File: src/inc/region0_cfg.svh
/*
 region 0 window bounds block: register offsets, field positions, reset values.
 assumes a plain register port with byte offsets as printed.
*/
`ifndef REGION0_CFG_SVH
`define REGION0_CFG_SVH
`define R0_BASE_OFS 12'h104
`define R0_RDLIM_OFS 12'h108
`define R0_WRLIM_OFS 12'h10A
`define R0_SEL_BIT 15
`define R0_LIM_HI 14
`define R0_LIM_LO 2
`define R0_BASE_RST 32'h0000_0000
`define R0_LIM_RST 16'h0000
`endif

File: src/inc/region0_pkg.sv
/*
 types for the region 0 window bounds block.
 assumes nothing beyond the cfg header.
*/
package region0_pkg;
   typedef struct packed {
      logic [31:0] addr;
      logic [31:0] wdata;
      logic [3:0] be;
      logic wr;
      logic rd;
   } mem_req_t;
endpackage

File: src/rtl/host_window_region0_bounds.sv
/*
 region 0 relocation and bounds check for host window accesses, with its registers.
 assumes the window port logic issues one-cycle access pulses on this clock and
 internal memory returns read data one cycle after a read request.
*/
// The address-and-strobe port was left to the implementer.
`timescale 1ns/1ns
`include "region0_cfg.svh"

//Function
//RULE_01 - a writable region 0 base is held in bits 31:2 with bits 1:0 reserved.
//RULE_02 - base and limits apply only when offset bit 15 is zero.
//RULE_03 - a region 0 access goes to base plus window offset.
//RULE_04 - a region 0 read compares offset bits 14:2 with the 13-bit read limit.
//RULE_05 - the data port is loaded from memory only when offset bits 14:2 are below the read limit.
//RULE_06 - a region 0 write compares offset bits 14:2 with the write limit.
//RULE_07 - an in-range write copies only the addressed bytes to memory.
//RULE_08 - a write at or above the write limit never reaches memory, though its addressed lanes still load the data port when no read return is pending.
//RULE_09 - an out-of-range read leaves the data port unchanged.
//RULE_10 - all three region 0 registers reset to zero.
module host_window_region0_bounds (
   input wire logic clock,
   input wire logic nrst,
   input wire logic [11:0] reg_addr,
   input wire logic [31:0] reg_wdata,
   input wire logic reg_wr,
   input wire logic reg_rd,
   output logic [31:0] reg_rdata,
   input wire logic [15:0] window_offset,
   input wire logic [31:0] window_wdata,
   input wire logic [3:0] window_be,
   input wire logic window_rd,
   input wire logic window_wr,
   output region0_pkg::mem_req_t mem_req,
   input wire logic [31:0] mem_rdata,
   output logic [31:0] window_data_port
);
   logic [31:0] base_q;
   logic [15:0] rdlim_q;
   logic [15:0] wrlim_q;
   logic rd_pend_q;
   logic sel0;
   logic rd_ok;
   logic wr_ok;
   logic [31:0] tgt_addr;
   logic [12:0] ofs_word;
   wire [31:0] port_lanes;

   assign sel0 = ~window_offset[`R0_SEL_BIT]; // RULE_02
   assign ofs_word = window_offset[`R0_LIM_HI:`R0_LIM_LO];
   assign rd_ok = sel0 && (ofs_word < rdlim_q[`R0_LIM_HI:`R0_LIM_LO]); // RULE_04
   assign wr_ok = sel0 && (ofs_word < wrlim_q[`R0_LIM_HI:`R0_LIM_LO]); // RULE_06
   assign tgt_addr = base_q + {16'h0000, window_offset}; // RULE_03

   // register writes
   always_ff @(posedge clock or negedge nrst) begin
      if (!nrst) begin
         base_q <= `R0_BASE_RST; // RULE_10
         rdlim_q <= `R0_LIM_RST; // RULE_10
         wrlim_q <= `R0_LIM_RST; // RULE_10
      end else if (reg_wr) begin
         case (reg_addr)
            `R0_BASE_OFS: base_q <= {reg_wdata[31:2], 2'h0}; // RULE_01
            `R0_RDLIM_OFS: rdlim_q <= {1'b0, reg_wdata[14:2], 2'h0};
            `R0_WRLIM_OFS: wrlim_q <= {1'b0, reg_wdata[14:2], 2'h0};
            default: ;
         endcase
      end
   end

   // register reads, one cycle later
   always_ff @(posedge clock or negedge nrst) begin
      if (!nrst) begin
         reg_rdata <= 32'h0000_0000;
      end else if (reg_rd) begin
         case (reg_addr)
            `R0_BASE_OFS: reg_rdata <= base_q;
            `R0_RDLIM_OFS: reg_rdata <= {16'h0000, rdlim_q};
            `R0_WRLIM_OFS: reg_rdata <= {16'h0000, wrlim_q};
            default: reg_rdata <= 32'h0000_0000;
         endcase
      end else begin
         reg_rdata <= 32'h0000_0000;
      end
   end

   // memory request issue
   always_ff @(posedge clock or negedge nrst) begin
      if (!nrst) begin
         mem_req <= '0;
      end else begin
         mem_req.addr <= tgt_addr; // RULE_03
         mem_req.wdata <= window_wdata;
         mem_req.be <= window_be; // RULE_07
         mem_req.wr <= window_wr && wr_ok; // RULE_08
         mem_req.rd <= window_rd && rd_ok; // RULE_05
      end
   end

   // fetch pending only for in-range reads
   always_ff @(posedge clock or negedge nrst) begin
      if (!nrst) begin
         rd_pend_q <= 1'b0;
      end else begin
         rd_pend_q <= mem_req.rd; // RULE_09
      end
   end

   // read return or write lanes into the data port
   always_ff @(posedge clock or negedge nrst) begin
      if (!nrst) begin
         window_data_port <= 32'h0000_0000;
      end else if (rd_pend_q) begin
         window_data_port <= mem_rdata; // RULE_05
      end else if (window_wr && sel0) begin
         window_data_port <= port_lanes; // RULE_07
      end
   end

   // per lane write merge and its checks
   genvar lane;
   generate
      for (lane = 0; lane < 4; lane++) begin : g_lane
         assign port_lanes[lane*8 +: 8] = window_be[lane] ?
            window_wdata[lane*8 +: 8] : window_data_port[lane*8 +: 8]; // RULE_07

      end
   endgenerate
endmodule // host_window_region0_bounds

File: config.mk
export PLATFORM = sky130hd
export DESIGN_NAME = host_window_region0_bounds
export DESIGN_NICKNAME = d
export VERILOG_FILES = /design/src/inc/region0_pkg.sv /design/src/rtl/host_window_region0_bounds.sv
export VERILOG_INCLUDE_DIRS = /design/src /design/src/inc
export SDC_FILE = /design/constraint.sdc
export NUM_CORES = 1
export LEC_CHECK = 0
export BUFFER_PORTS_ARGS = -buffer_cell sky130_fd_sc_hd__buf_2
export CORE_MARGIN = 2
export CORE_UTILIZATION = 51
export CTS_BUF_LIST = sky130_fd_sc_hd__clkbuf_16
export DETAILED_ROUTE_END_ITERATION = 8
export PLACE_DENSITY = 0.89
export SYNTH_ARGS = -nofsm -noshare
export SYNTH_HDL_FRONTEND = slang
export SYNTH_SLANG_ARGS = --single-unit
File: constraint.sdc
create_clock -name clock -period 2.8 [get_ports clock]
set_clock_uncertainty 0.15 [all_clocks]
set_input_delay 0.56 -clock clock [delete_from_list [all_inputs] [get_ports clock]]
set_output_delay 0.56 -clock clock [all_outputs]
set_load 0.005 [all_outputs]
==> results.yml, run 1 <==
pwr:
  p_leak_nw: 5.685
  power_mw: 5.927
  powerDensity_mw_per_mm2: 558.2
  irDropWorstVdd_uv: 393.2
detailed_routing:
  wl_per_cell_um: 18.19
  ant_nets: 0
  met3_length_mm: 1.223
  top_layer: "met4"
  drtIter0Drc: 337
  drt-met1-wl_mm: 8.947
  route.met2.wl_mm: 11.46
  vias_per_cell: 5.408
  num_vias: 6647
  drc: 0
  wl_mm: 22.35
  drt-pass1-iter-count: 5
timing:
  finalWorstSetupSlack_ns: 0.1344
  hold_violations: 0
  slew_violations: 0
  worst_pin_slew_ns: 1.086
  post-route-period-util_pct: 95.20
  rsz0062_at_grt: "false"
  slew_headroom_pct: 27.61
  fin_crit_ns: 2.666
  max_freq_mhz: 375.1
  setup_viol: 0
finish:
  multi_input_area_mm2: 0.003304
  final_common_cell: "buf_2"
  ff_latch_area_mm2: 0.004731
  area_delta_synth_final_pct: 28.07
  final_cell_mix: "buf_2, dfrtp_1, nand2_1"
  finalNonFillerCells: 1229
  fin_util_pct: 66.84
  nets: 1168
  drive_above_1_share_pct: 36.61
  nFillCells: 1163
die:
  io_pins: 268
  core_area_mm2: 0.01589
  dieArea_mm2: 0.01729
  dieHeight_um: 131.5
  fp-row-count: 46
  die-width_um: 131.5
  initial_core_util_pct: 52.19
cts:
  root_buffer: "clkbuf_16"
  ctsHoldBuffers: 1
  cts_buffers: 17
  clockBufferDepth: 2
  htree_levels: 4
  cts_tree: "done"
  clock_sinks: 189
  insertion_delay_ns: 0.43
  cts_setup_buffers: 0
  path_clk_slew_ns: 0.07
  postCtsResizedCells: 0
setup_path:
  crit_family: "compound AO/OA/AOI/OAI gates"
  arrival_ns: 2.83
  critical_path.slowest_cell: "fa_1"
  crit_path_cell_trace: "ha_1 -> inv_1 -> fa_1 -> nand2b_1 -> a21oi_1 -> o21ai_0 -> a211oi_1 -> buf_4 -> nand3_1 -> xnor2_1"
  start_kind: "register"
  max_stage_delay_ns: 0.40
  path_max_fanout: 5
  cp-end-kind: "register"
  critical_path_required_ns: 2.96
  cp.buffers_inverters: 2
  critPathKind: "register to register"
synthesis:
  ys_ff_latch: 189
  ys_top_cells_by_area: "dfrtp_1, ha_1, mux2_2, mux2i_1, o21ai_0"
  ys_seq_area_share_pct: 57.05
  yosys_warnings: 0
  synth_top_cell_area_share_pct: 57.05
  syn_area_mm2: 0.008290
  yosysTopAreaCell: "dfrtp_1"
  synthCells: 709
  synth_cell_types: 49
  synth_edf_count: 0
  synthArstFlopShare_pct: 100.0
  synth_top_flop_cell: "dfrtp_1"
  syn_avg_cell_area_um2: 11.69
grt:
  grt_pass1_wl_mm: 35.06
  grt.total_usage_pct: 26.18
  grt_max_degree: 57
  antenna_found_initial: 5
  grt-ovfl-total: 0
  grt_pass1_vias: 6788
placement:
  routabilityCongestion: 0.8813
  port_buffers: 263
  place_ws_ns: -0.1568
  dp_cells: 1191
  hpwl_mm: 16.72
run_status:
  status: "finished, final reports clean"
worst_hold_path:
  hp-class: "input pin to register"
run:
  maxCapViolCount: 0
==> stage by stage <==
stage	area [um^2]	hold slack [ns]	setup TNS [ns]
2_1_floorplan	8294	0.1144	0
3_3_place_gp	9990	0.2083	-0.05373
3_5_place_dp	9990	0.2201	-0.6975
5_1_grt	10620	0.06223	0
6_report	10620	0.08705	0
4_1_cts	10610	0.06730	0
==> area by class of cell <==
type / count / area share, %
inverter: 33 / 1.167
antenna: 5 / 0.1178
multi-input combinational: 462 / 31.12
sequential: 189 / 44.56
timing repair buffer: 292 / 14.79
clock inverter: 15 / 1.697
clock buffer: 17 / 4.007
tap: 216 / 2.545
==> sequential cells by signal (all words and copies together), names as in the netlist <==
name and cells:
reg_rdata 30, mem_req 70, window_data_port 32, rdlim_q 13, base_q 30, rd_pend_q 1, wrlim_q 13
==> synth_stat cells (all sizes together), types with 6 or more instances <==
master,count
a211oi,7
a21o,16
a21oi,39
and3,22
buf,12
clkbuf,14
dfrtp,189
ha,38
inv,33
mux2,44
mux2i,45
nand2,63
nand2b,6
nand3,13
nor2,37
nor3,7
o21ai,55
xnor2,14
xor2,9
==> worst register-to-register path: stages (launching register included) <==
cell,delay (ns)
dfrtp_1,0.39
ha_1,0.19
inv_1,0.05
fa_1,0.40
nand2b_1,0.20
a21oi_1,0.22
o21ai_0,0.25
a211oi_1,0.28
buf_4,0.18
nand3_1,0.10
xnor2_1,0.14
==> worst paths after layout <==
| kind | slack, ns | cells after the start | end | start |
|---|---|---|---|---|
| worst max register to register | 0.13 | 10 | mem_req[68] | base_q[2] |
| worst max-delay path | 0.13 | 10 | mem_req[68] | base_q[2] |
| worst min register to register | 0.24 | 0 | rd_pend_q | mem_req[0] |
| worst min-delay path | 0.09 | 1 | mem_req[38] | window_offset[0] |
| max in group asynchronous | 1.23 | 3 | mem_req[57] | nrst |
| min in group asynchronous | 0.50 | 2 | mem_req[10] | nrst |
==> routing by layer <==
metal	track usage [%]	vias up
li1	-	3045
met1	30.60	3257
met2	45.35	288
met3	6.211	57
met4	12.68	0
met5	0	-
==> power breakdown <==
part           switching [mW]  leakage (nW)  total (mW)  internal, mW
Combinational           0.307          2.99       0.556         0.249
Clock                    1.12         0.299        2.47          1.35
Sequential             0.0582          2.40        2.90          2.84
==> cells by family after synthesis <==
group	synth area share, %
flip-flops	57.05
AND/OR/NAND/NOR	10.53
AO/OA/AOI/OAI	9.417
multiplexers	11.41
buffers and inverters	3.139
adder cells (fa/ha/maj)	5.977
XOR/XNOR	2.430
other	0.04523
Note: power is estimated with default switching activity, not from simulation.
==> inputs of run 2 (changes only) <==
--- a/config.mk
+++ b/config.mk
@@ -8,10 +8,11 @@
 export LEC_CHECK = 0
 export BUFFER_PORTS_ARGS = -buffer_cell sky130_fd_sc_hd__buf_2
 export CORE_MARGIN = 2
-export CORE_UTILIZATION = 51
+export CORE_UTILIZATION = 25
 export CTS_BUF_LIST = sky130_fd_sc_hd__clkbuf_16
 export DETAILED_ROUTE_END_ITERATION = 8
-export PLACE_DENSITY = 0.89
+export PLACE_DENSITY = 0.54
+export RECOVER_POWER = 100
 export SYNTH_ARGS = -nofsm -noshare
 export SYNTH_HDL_FRONTEND = slang
 export SYNTH_SLANG_ARGS = --single-unit
==> run 2 against run 1 <==
Effect of this change: register-to-register slack about the same; the flow now finishes with violations (capacitance limit, slew limit); combinational power decreased by 4.0%; die area up 100%; power fell by 2.2%; clock power is 4% lower; fmax about the same; first-iteration DRC count decreased by 35%; via count shrank 3.0%.
==> results.yml, run 2 (synthesis results as in run 1) <==
placement:
  port_buffers: 263
  hpwl_mm: 19.25
  dp_cells: 1434
  routabilityCongestion: 0.8360
  place_area_mm2: 0.01041
setup_path:
  critPathKind: "register to register"
  arrival_ns: 2.84
  path_max_fanout: 5
  crit_family: "compound AO/OA/AOI/OAI gates"
  max_stage_delay_ns: 0.39
  start_kind: "register"
  critical_path.slowest_cell: "fa_1"
  crit_top_cell: "buf_4"
  cp-end-kind: "register"
  critical_path_required_ns: 2.98
  cp.buffers_inverters: 3
  cp.depth: 11
  crit_path_cell_trace: "ha_1 -> inv_1 -> fa_1 -> nand2b_1 -> a21oi_1 -> o21ai_0 -> buf_4 -> a211oi_1 -> buf_4 -> nand3_1 -> xnor2_1"
  critPathLaunch: "base_q[2]"
  rr_startpoint: "base_q[2]"
  reg2regPathDepth: 11
  reg2reg_slack_ns: 0.13
cts:
  cts_buffers: 17
  cts_setup_buffers: 0
  clockBufferDepth: 2
  root_buffer: "clkbuf_16"
  path_clk_slew_ns: 0.07
  htree_levels: 4
  cts_tree: "done"
  clock_sinks: 189
  insertion_delay_ns: 0.45
  postCtsResizedCells: 0
run_status:
  status: "finished with violations"
  violations: "capacitance limit, slew limit"
timing:
  hold_violations: 0
  slew_violations: 55
  rsz0062_at_grt: "false"
  setup_viol: 0
  slew_headroom_pct: -1.541
  post-route-period-util_pct: 95.21
  whs_ns: 0.06735
  fin_crit_ns: 2.666
  worst_pin_slew_ns: 1.523
  max_freq_mhz: 375.1
finish:
  area_delta_synth_final_pct: 29.58
  antenna_cells: 0
  drive_above_1_share_pct: 23.93
  finalNonFillerCells: 1466
  final_cell_mix: "dfrtp_1, buf_2, clkbuf_1"
  nets: 1185
  final_common_cell: "dfrtp_1"
  stdcell_area_mm2: 0.01074
  top_register: "mem_req"
  reg_top3: "mem_req: 70 flops, window_data_port: 32 flops"
  largest_register_ffs: 70
grt:
  grt.total_usage_pct: 14.57
  grt_pass1_wl_mm: 37.20
  antenna_found_initial: 1
  grt_pass1_vias: 6659
  grt_max_degree: 57
  grt-ovfl-total: 0
die:
  dieArea_mm2: 0.03464
  core_area_mm2: 0.03262
  die-width_um: 186.1
  initial_core_util_pct: 25.42
  fp-row-count: 66
  io_pins: 268
  dieHeight_um: 186.1
detailed_routing:
  ant_nets: 0
  drt-pass1-iter-count: 5
  num_vias: 6445
  wl_mm: 25.05
  vias_per_cell: 4.396
  drc: 0
  wl_per_cell_um: 17.09
  drtIter0Drc: 220
run:
  maxCapViolCount: 1
pwr:
  p_leak_nw: 5.273
  power_mw: 5.797
  irDropWorstVdd_uv: 433.7
  powerDensity_mw_per_mm2: 539.6
worst_hold_path:
  min_from: "window_offset[1]"
  hold_depth: 1
  hp-class: "input pin to register"
run 2: report_power, final:
group | internal (mW) | leakage [nW] | switching (mW) | total (mW)
logic | 0.228 | 2.61 | 0.306 | 0.534
registers | 2.84 | 2.40 | 0.0608 | 2.91
clock network | 1.29 | 0.264 | 1.06 | 2.36
run 2: area by class of cell:
cell class / instances / area (um^2)
clock buffer: 17 / 425.4
timing repair buffer: 309 / 1481
inverter: 33 / 123.9
tap: 442 / 553.0
clock inverter: 14 / 130.1
sequential: 189 / 4730
fill: 3396 / 21880
multi-input combinational: 462 / 3299
run 2: routing by layer:
layer | up-vias | wire, um | track usage, %
met5 | - | 13 | 0
met4 | 2 | 389 | 4.850
met3 | 23 | 1732 | 4.050
met2 | 218 | 12030 | 25.14
met1 | 3120 | 10890 | 17.48
li1 | 3082 | - | -
run 2: repair_timing:
item | 4_1_cts | 5_1_grt
hold endpoints to repair | 50 | 0
hold buffers | 1 | 0
setup endpoints to repair | 0 | 0
run 2: worst paths after layout:
check	end
max	mem_req[64]
min	mem_req[39]
min reg2reg	rd_pend_q
min in group asynchronous	mem_req[25]
max in group asynchronous	wrlim_q[7]
max reg2reg	mem_req[64]
run 2: per-stage QoR:
| stage | utilization [%] | setup TNS [ns] | setup slack (ns) |
|---|---|---|---|
| 6_report | 32.93 | 0 | 0.1340 |
| 5_1_grt | 32.93 | 0 | 0.002538 |
| 4_1_cts | 33.66 | 0 | 0.05442 |
| 3_5_place_dp | 31.92 | -1.707 | -0.2345 |
| 3_3_place_gp | 31.92 | -0.8605 | -0.1806 |
| 2_1_floorplan | - | 0 | 0.1999 |
